**src/logic/feu_pkg.sv**
```systemverilog
/*
 Shared constants and types of the float exception unit: exception bit
 positions, control and status field positions, reset values, response
 codes, instruction phase states and the register map seen over Avalon-MM.
 Assumes 32-bit Avalon-MM data with word addressing in bytes.
*/
package feu_pkg;
   // Exception bit positions, in status and control word alike
   localparam int EX_INV = 0;
   localparam int EX_DEN = 1;
   localparam int EX_ZDV = 2;
   localparam int EX_OVF = 3;
   localparam int EX_UNF = 4;
   localparam int EX_PRE = 5;
   localparam int EX_N = 6;
   // Control word fields
   localparam int CTL_IEM = 7;
   localparam int CTL_ICS = 12;
   localparam logic [15:0] CTL_RESET = 16'h003F;
   // Status word field
   localparam int STS_IRQ = 7;
   // Closure models
   localparam logic CLOSE_PROJ = 1'b0;
   localparam logic CLOSE_AFF = 1'b1;
   // Exponent bias adjustment for unmasked over/underflow, 24576 decimal
   localparam logic [14:0] EXP_ADJ = 15'h6000;
   // Response codes
   typedef enum logic [2:0] {
      feu_rsp_none = 3'h0,
      feu_rsp_nan_pass = 3'h1,
      feu_rsp_nan_big = 3'h2,
      feu_rsp_indef = 3'h3,
      feu_rsp_inf = 3'h4,
      feu_rsp_denorm = 3'h5,
      feu_rsp_round = 3'h6,
      feu_rsp_trap = 3'h7
   } feu_rsp_t;
   // Instruction phase states
   typedef enum logic [3:0] {
      feu_idle = 4'h1,
      feu_before = 4'h2,
      feu_after = 4'h4,
      feu_done = 4'h8
   } feu_state_t;
   // Register byte offsets
   localparam logic [3:0] REG_CTRL = 4'h0;
   localparam logic [3:0] REG_STAT = 4'h4;
   localparam logic [3:0] REG_RESP = 4'h8;
   localparam logic [3:0] REG_CMD = 4'hC;
   // Command bits written to REG_CMD
   localparam int CMD_CLEX = 0;
   localparam int CMD_INIT = 1;
   localparam int CMD_LDSTS = 2;
   localparam logic [31:0] READ_UNMAPPED = 32'h0000_0000;
endpackage

```
**src/logic/feu_prio.sv**
```systemverilog
/*
 Picks the one exception to signal from a set of coincident internal
 flags, in the fixed priority order, given the exception masks.
 Purely combinational; the caller registers the result.
*/
`timescale 1ns/1ps
module feu_prio (
   input wire logic [5:0] pending,
   input wire logic [5:0] mask,
   output logic [5:0] chosen
);
   always_comb begin
      chosen = '0;
      if (pending[feu_pkg::EX_DEN] && !mask[feu_pkg::EX_DEN]) begin
         chosen[feu_pkg::EX_DEN] = 1'b1;
      end else if (pending[feu_pkg::EX_INV]) begin
         chosen[feu_pkg::EX_INV] = 1'b1;
      end else if (pending[feu_pkg::EX_ZDV]) begin
         chosen[feu_pkg::EX_ZDV] = 1'b1;
      end else if (pending[feu_pkg::EX_DEN]) begin
         chosen[feu_pkg::EX_DEN] = 1'b1;
      end else if (pending[feu_pkg::EX_OVF]) begin
         chosen[feu_pkg::EX_OVF] = 1'b1;
      end else if (pending[feu_pkg::EX_UNF]) begin
         chosen[feu_pkg::EX_UNF] = 1'b1;
      end else if (pending[feu_pkg::EX_PRE]) begin
         chosen[feu_pkg::EX_PRE] = 1'b1;
      end
   end
endmodule // feu_prio

```
**src/logic/feu_detect.sv**
```systemverilog
/*
 Classifies operand and result conditions into the six exception
 classes, split into before-operation and after-result groups.
 Operand tags come from the datapath, synchronous to ref_clk.
*/
`timescale 1ns/1ps
module feu_detect (
   input wire logic load_full,
   input wire logic pop_empty,
   input wire logic nan_a,
   input wire logic nan_b,
   input wire logic indeterminate,
   input wire logic divide,
   input wire logic zero_a,
   input wire logic zero_b,
   input wire logic inf_a,
   input wire logic den_a,
   input wire logic den_b,
   input wire logic exp_high,
   input wire logic exp_low,
   input wire logic inexact,
   output logic [5:0] before_ex,
   output logic [5:0] after_ex
);
   always_comb begin
      before_ex = '0;
      after_ex = '0;
      before_ex[feu_pkg::EX_INV] = load_full | pop_empty | nan_a | nan_b
         | indeterminate | (divide & zero_a & zero_b);
      before_ex[feu_pkg::EX_ZDV] = divide & zero_b & !zero_a & !inf_a & !nan_a;
      before_ex[feu_pkg::EX_DEN] = den_a | den_b;
      after_ex[feu_pkg::EX_OVF] = exp_high;
      after_ex[feu_pkg::EX_UNF] = exp_low;
      after_ex[feu_pkg::EX_PRE] = inexact;
   end
endmodule // feu_detect

```
**src/logic/feu_unit.sv**
```systemverilog
/*
 Float exception unit top. Holds the control and status words, runs the
 before/after exception phases of one instruction, chooses masked or
 unmasked responses and drives the interrupt request to the host.
 Assumes an Avalon-MM master on ref_clk and a datapath that pulses
 instr_start with stable operand tags and later result_valid.
*/
`timescale 1ns/1ps
module feu_unit (
   input wire logic ref_clk,
   input wire logic reset_n,
   input wire logic clk_en,
   input wire logic [3:0] avs_address,
   input wire logic avs_read,
   input wire logic avs_write,
   input wire logic [31:0] avs_writedata,
   output logic [31:0] avs_readdata,
   output logic avs_waitrequest,
   input wire logic instr_start,
   input wire logic store_op,
   input wire logic mem_operand,
   input wire logic load_full,
   input wire logic pop_empty,
   input wire logic nan_a,
   input wire logic nan_b,
   input wire logic nan_a_larger,
   input wire logic indeterminate,
   input wire logic divide,
   input wire logic zero_a,
   input wire logic zero_b,
   input wire logic inf_a,
   input wire logic inf_b,
   input wire logic sign_a,
   input wire logic sign_b,
   input wire logic den_a,
   input wire logic den_b,
   input wire logic result_valid,
   input wire logic exp_high,
   input wire logic exp_low,
   input wire logic inexact,
   input wire logic result_sign,
   input wire logic [14:0] result_exp,
   output logic [2:0] response,
   output logic nan_pick_b,
   output logic result_inf_sign,
   output logic renormalise,
   output logic commit_ok,
   output logic abort_op,
   output logic [14:0] adjusted_exp,
   output logic infinity_closure_select,
   output logic infinities_equal,
   output logic cpu_int
);
   logic [15:0] ctrl;
   logic [5:0] sticky;
   logic interrupt_request_flag;
   logic [5:0] inst_flags;
   logic [5:0] before_ex;
   logic [5:0] after_ex;
   logic [5:0] chosen;
   logic [5:0] pending;
   logic [5:0] masks;
   logic [5:0] new_flags;
   logic unmasked;
   logic interrupt_block_mask;
   logic clear_exceptions_instruction;
   logic reinit;
   logic load_environment_instruction;
   logic wr_ok;
   logic rd_pend;
   feu_pkg::feu_state_t state;
   feu_pkg::feu_state_t next_state;
   feu_pkg::feu_rsp_t next_rsp;

   assign masks = ctrl[feu_pkg::EX_N-1:0];
   assign interrupt_block_mask = ctrl[feu_pkg::CTL_IEM];
   assign wr_ok = clk_en & avs_write & !avs_waitrequest;
   assign clear_exceptions_instruction = wr_ok & (avs_address == feu_pkg::REG_CMD)
      & avs_writedata[feu_pkg::CMD_CLEX];
   assign reinit = wr_ok & (avs_address == feu_pkg::REG_CMD)
      & avs_writedata[feu_pkg::CMD_INIT];
   assign load_environment_instruction = wr_ok & (avs_address == feu_pkg::REG_STAT);

   feu_detect u_detect (
      .load_full(load_full),
      .pop_empty(pop_empty),
      .nan_a(nan_a),
      .nan_b(nan_b),
      .indeterminate(indeterminate),
      .divide(divide),
      .zero_a(zero_a),
      .zero_b(zero_b),
      .inf_a(inf_a),
      .den_a(den_a),
      .den_b(den_b),
      .exp_high(exp_high),
      .exp_low(exp_low),
      .inexact(inexact),
      .before_ex(before_ex),
      .after_ex(after_ex)
   );

   // Only the phase in progress contributes candidates
   always_comb begin
      pending = '0;
      if (state == feu_pkg::feu_before) begin
         pending = before_ex;
      end else if (state == feu_pkg::feu_after) begin
         pending = after_ex;
      end
   end

   feu_prio u_prio (
      .pending(pending),
      .mask(masks),
      .chosen(chosen)
   );

   assign unmasked = |(chosen & ~masks);
   // Masked responses keep going: remaining masked conditions are recorded too
   assign new_flags = unmasked ? chosen : (pending & masks) | chosen;

   // Phase sequencing
   always_comb begin
      next_state = state;
      case (state)
         feu_pkg::feu_idle: begin
            if (instr_start) begin
               next_state = feu_pkg::feu_before;
            end
         end
         feu_pkg::feu_before: begin
            if (unmasked) begin
               next_state = feu_pkg::feu_done;
            end else begin
               next_state = feu_pkg::feu_after;
            end
         end
         feu_pkg::feu_after: begin
            if (result_valid) begin
               next_state = feu_pkg::feu_done;
            end
         end
         feu_pkg::feu_done: begin
            next_state = feu_pkg::feu_idle;
         end
         default: begin
            next_state = feu_pkg::feu_idle;
         end
      endcase
   end

   always_ff @(posedge ref_clk or negedge reset_n) begin
      if (!reset_n) begin
         state <= feu_pkg::feu_idle;
      end else if (clk_en) begin
         if (reinit) begin
            state <= feu_pkg::feu_idle;
         end else if (state != feu_pkg::feu_after || result_valid) begin
            state <= next_state;
         end
      end
   end

   // Per-instruction flags, cleared at each start
   always_ff @(posedge ref_clk or negedge reset_n) begin
      if (!reset_n) begin
         inst_flags <= '0;
      end else if (clk_en) begin
         if (reinit || (state == feu_pkg::feu_idle && instr_start)) begin
            inst_flags <= '0;
         end else if (state == feu_pkg::feu_before
                      || (state == feu_pkg::feu_after && result_valid)) begin
            inst_flags <= inst_flags | new_flags;
         end
      end
   end

   // Control word
   always_ff @(posedge ref_clk or negedge reset_n) begin
      if (!reset_n) begin
         ctrl <= feu_pkg::CTL_RESET;
      end else if (clk_en) begin
         if (reinit) begin
            ctrl <= feu_pkg::CTL_RESET;
         end else if (wr_ok && avs_address == feu_pkg::REG_CTRL) begin
            ctrl <= avs_writedata[15:0];
         end
      end
   end

   // Sticky status flags; detection wins over a same-cycle clear
   always_ff @(posedge ref_clk or negedge reset_n) begin
      if (!reset_n) begin
         sticky <= '0;
      end else if (clk_en) begin
         if (load_environment_instruction) begin
            sticky <= avs_writedata[feu_pkg::EX_N-1:0] | new_flags;
         end else if (clear_exceptions_instruction || reinit) begin
            sticky <= new_flags;
         end else if (state == feu_pkg::feu_before
                      || (state == feu_pkg::feu_after && result_valid)) begin
            sticky <= sticky | new_flags;
         end
      end
   end

   // Status request bit
   always_ff @(posedge ref_clk or negedge reset_n) begin
      if (!reset_n) begin
         interrupt_request_flag <= 1'b0;
      end else if (clk_en) begin
         if ((state == feu_pkg::feu_before
              || (state == feu_pkg::feu_after && result_valid)) && unmasked) begin
            interrupt_request_flag <= 1'b1;
         end else if (load_environment_instruction) begin
            interrupt_request_flag <= avs_writedata[feu_pkg::STS_IRQ];
         end else if (clear_exceptions_instruction || reinit) begin
            interrupt_request_flag <= 1'b0;
         end
      end
   end

   // Interrupt output
   always_ff @(posedge ref_clk or negedge reset_n) begin
      if (!reset_n) begin
         cpu_int <= 1'b0;
      end else if (clk_en) begin
         cpu_int <= interrupt_request_flag & !interrupt_block_mask;
      end
   end

   // Response selection for the chosen exception
   always_comb begin
      next_rsp = feu_pkg::feu_rsp_none;
      if (unmasked && !chosen[feu_pkg::EX_PRE]) begin
         next_rsp = feu_pkg::feu_rsp_trap;
      end else if (chosen[feu_pkg::EX_INV]) begin
         if (nan_a && nan_b) begin
            next_rsp = feu_pkg::feu_rsp_nan_big;
         end else if (nan_a || nan_b) begin
            next_rsp = feu_pkg::feu_rsp_nan_pass;
         end else begin
            next_rsp = feu_pkg::feu_rsp_indef;
         end
      end else if (chosen[feu_pkg::EX_ZDV] || chosen[feu_pkg::EX_OVF]) begin
         next_rsp = feu_pkg::feu_rsp_inf;
      end else if (chosen[feu_pkg::EX_UNF]) begin
         next_rsp = feu_pkg::feu_rsp_denorm;
      end else if (chosen[feu_pkg::EX_PRE]) begin
         next_rsp = feu_pkg::feu_rsp_round;
      end
   end

   // Datapath response outputs
   always_ff @(posedge ref_clk or negedge reset_n) begin
      if (!reset_n) begin
         response <= feu_pkg::feu_rsp_none;
         nan_pick_b <= 1'b0;
         result_inf_sign <= 1'b0;
         renormalise <= 1'b0;
         adjusted_exp <= '0;
      end else if (clk_en) begin
         renormalise <= 1'b0;
         if (state == feu_pkg::feu_before
             || (state == feu_pkg::feu_after && result_valid)) begin
            response <= next_rsp;
            nan_pick_b <= nan_b && (!nan_a || !nan_a_larger);
            if (chosen[feu_pkg::EX_ZDV]) begin
               result_inf_sign <= sign_a ^ sign_b;
            end else begin
               result_inf_sign <= result_sign;
            end
            // Masked register denormal is renormalised and rechecked
            renormalise <= chosen[feu_pkg::EX_DEN] && !unmasked && !mem_operand;
            if (unmasked && chosen[feu_pkg::EX_OVF]) begin
               adjusted_exp <= result_exp - feu_pkg::EXP_ADJ;
            end else if (unmasked && chosen[feu_pkg::EX_UNF]) begin
               adjusted_exp <= result_exp + feu_pkg::EXP_ADJ;
            end else begin
               adjusted_exp <= result_exp;
            end
         end
      end
   end

   // Commit / abort of the instruction's side effects
   always_ff @(posedge ref_clk or negedge reset_n) begin
      if (!reset_n) begin
         commit_ok <= 1'b0;
         abort_op <= 1'b0;
      end else if (clk_en) begin
         commit_ok <= 1'b0;
         abort_op <= 1'b0;
         if (state == feu_pkg::feu_before && unmasked) begin
            abort_op <= 1'b1;
         end else if (state == feu_pkg::feu_after && result_valid) begin
            if (unmasked && (chosen[feu_pkg::EX_OVF] || chosen[feu_pkg::EX_UNF])
                && (store_op || mem_operand)) begin
               abort_op <= 1'b1;
            end else begin
               commit_ok <= 1'b1;
            end
         end
      end
   end

   // Closure model outputs
   always_ff @(posedge ref_clk or negedge reset_n) begin
      if (!reset_n) begin
         infinity_closure_select <= feu_pkg::CLOSE_PROJ;
         infinities_equal <= 1'b0;
      end else if (clk_en) begin
         infinity_closure_select <= ctrl[feu_pkg::CTL_ICS];
         if (ctrl[feu_pkg::CTL_ICS] == feu_pkg::CLOSE_PROJ) begin
            infinities_equal <= inf_a & inf_b;
         end else begin
            infinities_equal <= inf_a & inf_b & (sign_a == sign_b);
         end
      end
   end

   // Avalon-MM slave: one wait cycle, data registered
   always_ff @(posedge ref_clk or negedge reset_n) begin
      if (!reset_n) begin
         avs_waitrequest <= 1'b1;
         avs_readdata <= feu_pkg::READ_UNMAPPED;
         rd_pend <= 1'b0;
      end else if (clk_en) begin
         rd_pend <= (avs_read | avs_write) & avs_waitrequest & !rd_pend;
         avs_waitrequest <= !((avs_read | avs_write) & avs_waitrequest & !rd_pend);
         if (avs_read && avs_waitrequest && !rd_pend) begin
            if (avs_address == feu_pkg::REG_CTRL) begin
               avs_readdata <= {16'h0000, ctrl};
            end else if (avs_address == feu_pkg::REG_STAT) begin
               avs_readdata <= {24'h000000, interrupt_request_flag, 1'b0, sticky};
            end else if (avs_address == feu_pkg::REG_RESP) begin
               avs_readdata <= {20'h00000, state, 2'h0, inst_flags};
            end else begin
               avs_readdata <= feu_pkg::READ_UNMAPPED;
            end
         end
      end
   end
endmodule // feu_unit

```
**config.mk**
```make
export PLATFORM = sky130hd
export DESIGN_NAME = feu_unit
export DESIGN_NICKNAME = d
export VERILOG_FILES = /design/src/logic/feu_pkg.sv /design/src/logic/feu_prio.sv /design/src/logic/feu_detect.sv /design/src/logic/feu_unit.sv
export SDC_FILE = /design/constraint.sdc
export NUM_CORES = 1
export LEC_CHECK = 0
export ABC_AREA = 1
export ABC_CLOCK_PERIOD_IN_PS = 1900
export BUFFER_PORTS_ARGS = -buffer_cell sky130_fd_sc_hd__buf_2
export CAP_MARGIN = 15
export CORE_UTILIZATION = 50
export DETAILED_ROUTE_END_ITERATION = 7
export GPL_TIMING_DRIVEN = 1
export PLACE_DENSITY = 0.81
export SYNTH_ARGS = -nofsm -noshare
export SYNTH_HDL_FRONTEND = slang
export SYNTH_SLANG_ARGS = --single-unit
```
**constraint.sdc**
```tcl
create_clock -name ref_clk -period 1.9 [get_ports ref_clk]
set_clock_uncertainty 0.1 [all_clocks]
set_input_delay 0.285 -clock ref_clk [delete_from_list [all_inputs] [get_ports ref_clk]]
set_output_delay 0.285 -clock ref_clk [all_outputs]
set_load 0.1 [all_outputs]
```
==> results.sh <==
export IMPL_required_ns=2.07
export IMPL_grt_pass1_vias=3483
export IMPL_p_leak_nw=2.77
export IMPL_globalRouteOverflowTotal=0
export IMPL_synth_common_cells="nand2_1 (128), dfrtp_1 (69), inv_1 (59)"
export IMPL_num_antenna_cells=0
export IMPL_worst_pin_slew_ns=0.536
export IMPL_power_mw=7.94
export IMPL_critPathCaptureType="flip-flop"
export IMPL_drive_gt1_frac=0.345
export IMPL_synth_avg_cell_area_um2=8.11
export IMPL_place_hpwl_um=7760
export IMPL_maxClockFrequency_ghz=0.523
export IMPL_final_setup_worst_slack_ns=-0.0125
export IMPL_area_growth_pct=28.1
export IMPL_maxCapViolCount=0
export IMPL_reg2reg_depth=10
export IMPL_synthArstFlopShare=1.00
export IMPL_initialDrtViolationCount=200
export IMPL_die_area_mm2=0.00833
export IMPL_viasPerCell=5.19
export IMPL_start_util=0.516
export IMPL_die_x_um=91.3
export IMPL_ioPinCount=138
export IMPL_r2r_slack_ns=-0.01
export IMPL_grt_usage=0.256
export IMPL_grt_max_degree=40
export IMPL_layout_nets=712
export IMPL_wl_per_cell_um=14.1
export IMPL_path_cells="nor2_4 > nand2_4 > nor2_4 > nand2_1 > nand2_2 > nor2_4 > nand3_4 > nor2_1 > nand3_1 > o21ai_0"
export IMPL_fin_cells=739
export IMPL_wl_um=10400
export IMPL_synth_area_top_cells="dfrtp_1 (43%), nand2_1 (12%), o21ai_0 (5.9%)"
export IMPL_cts_buffers=9
export IMPL_yosysUniqueCellTypes=39
export IMPL_crit_start="state[0]"
export IMPL_synth_top_area_cell="dfrtp_1"
export IMPL_setup_viol=1
export IMPL_hold_viol=0
export IMPL_p_per_area_mw_per_mm2=1560
export IMPL_grt_setup_unrepaired="yes"
export IMPL_status="finished with violations"
export IMPL_first_pass_iters=5
export IMPL_irDropWorstVdd_uv=1120
export IMPL_rr_endpoint="state[2]"
export IMPL_slew_headroom=0.642
export IMPL_min_period_over_period=1.01
export IMPL_dpl_worst_slack_ns=-0.00338
export IMPL_h_tree_depth=3
export IMPL_finalMaxSlewViolations=0
export IMPL_die_h_um=91.3
export IMPL_cp_max_fo=6
export IMPL_arrival_ns=2.09
export IMPL_antenna_found_initial=0
export IMPL_place_congestion=0.913
export IMPL_root_buffer="clkbuf_8"
export IMPL_route_detailed_drc=0
export IMPL_path_common_cell="nor2_4"
export IMPL_endpoint="state[2]"
export IMPL_fin_tns_setup_ns=-0.0125
export IMPL_crit_slowest_cell="dfstp_2"
export IMPL_max_clock_path_buffers=2
export IMPL_synth_edff_count=0
export IMPL_synth_main_ff_cell="dfrtp_1"
export IMPL_ys_warn_count=0
export IMPL_path_clk_slew_ns=0.10
export IMPL_crit_path_start_kind="flip-flop"
export IMPL_nFillCells=660
export IMPL_io_buffers=105
export IMPL_synth_top_area_share=0.433
export IMPL_r2r_start="state[0]"
export IMPL_finalCriticalPeriod_ns=1.91
export IMPL_rows=32
export IMPL_yosysMostFrequentCell="nand2_1"
export IMPL_synthCells=491
export IMPL_cts_tree="yes"
export IMPL_crit_type="reg2reg"
export IMPL_num_vias=3832
export IMPL_slowest_delay_ns=0.63
export IMPL_antenna_left=0
export IMPL_clock_latency_ns=0.36
export IMPL_synth_area_mm2=0.00398
export IMPL_core_area_mm2=0.00773
export IMPL_clock_sinks=77
export IMPL_dp_cells=717
export IMPL_synth_seq_area_share=0.486
export IMPL_synth_seq_cells=77
export IMPL_grt_pass1_wl_um=16500
export IMPL_hold_class="in2reg"
export IMPL_violations="negative setup slack"
flip-flops by register name, indices dropped and copies added (netlist names), 3 cells and up:
register,cells
adjusted_exp,15
avs_readdata,16
ctrl,16
inst_flags,6
response,3
state,4
sticky,6
stage by stage:
step | cell area, um2 | hold slack (ns) | util
final | 5100 | 0.0200 | 0.660
after global routing | 5100 | 0.0101 | 0.660
after CTS | 4970 | 0.0143 | 0.644
after detailed placement | 4770 | 0.202 | 0.617
after global placement | 4770 | 0.185 | 0.617
after floorplan | 4050 | -0.111 | -
layout by cell type, fill, tap and decap left out, types with 5 or more instances in the layout:
cell type | Yosys | routed
o211ai_1 | 5 | 5
o21ai_1 | 5 | 5
dfrtp_1 | 69 | 66
buf_2 | 3 | 104
nand2_2 | 6 | 8
inv_1 | 59 | 55
nand4_1 | 11 | 11
inv_2 | 8 | 11
conb_1 | 1 | 16
nor2_1 | 33 | 32
nand3_1 | 27 | 27
a21oi_1 | 15 | 15
nand2_1 | 128 | 122
buf_4 | 18 | 34
o21ai_0 | 47 | 45
clkbuf_8 | 0 | 9
a221oi_1 | 5 | 5
nor2_4 | 5 | 10
dfstp_2 | 8 | 7
worst min path at each step:
| stage | startpoint | to | slack, ns | cells after the start |
|---|---|---|---|---|
| 2_1_floorplan | reset_n | abort_op | -0.11 | 0 |
| 3_3_place_gp | reset_n | commit_ok | 0.19 | 1 |
| 3_5_place_dp | reset_n | commit_ok | 0.20 | 1 |
| 4_1_cts | result_exp[4] | adjusted_exp[4] | 0.01 | 3 |
| 5_1_grt | result_exp[4] | adjusted_exp[4] | 0.01 | 3 |
| 6_report | result_exp[4] | adjusted_exp[4] | 0.02 | 3 |
repair_timing:
action | in CTS | in global routing
resized for setup | 3 | 29
endpoints found under the hold margin | 30 | 0
pin swaps | 0 | 7
cloned | 0 | 0
endpoints found under the setup margin | 6 | 51
buffers inserted | 0 | 5
hold buffers | 1 | 0
logic make-up (layout without fill, tap and decap cells):
| logic type | count (synthesis) | in the layout | share of synthesized area |
|---|---|---|---|
| AND/OR/NAND/NOR | 231 | 231 | 0.274 |
| XOR/XNOR | 3 | 3 | 0.00660 |
| AO/OA/AOI/OAI | 84 | 84 | 0.120 |
| other | 1 | 16 | 0.000941 |
| flip-flops | 77 | 77 | 0.486 |
| buffers and inverters | 94 | 225 | 0.109 |
| adder cells (fa/ha/maj) | 1 | 1 | 0.00314 |
critical path: cells and delay by family, from the launching register on:
kind	cells	cell delay (ns)
compound gates	1	0.10
simple gates	9	0.98
flops	1	0.63
power breakdown:
part           total (mW)  internal, mW  switching [mW]
clock network        1.16         0.490           0.674
logic                4.21         0.862            3.35
registers            2.57          2.22           0.343
routing by layer:
metal	global-route usage	routed length [um]	up-vias
li1	-	-	1830
met1	0.354	4580	1829
met2	0.410	5060	159
met3	0.0452	624	14
met4	0.0807	154	0
met5	0	0	-
area by class of cell:
cell class                      instances  area (um2)  share of cell area
Tap cell                              102         128              0.0250
Timing Repair Buffer                  141         817               0.160
Clock inverter                          7        57.6              0.0113
Sequential cell                        77        1940               0.381
Clock buffer                            9         124              0.0243
Multi-Input combinational cell        335        1770               0.347
Inverter                               68         263              0.0515
Power figures use the tool's default switching activity.
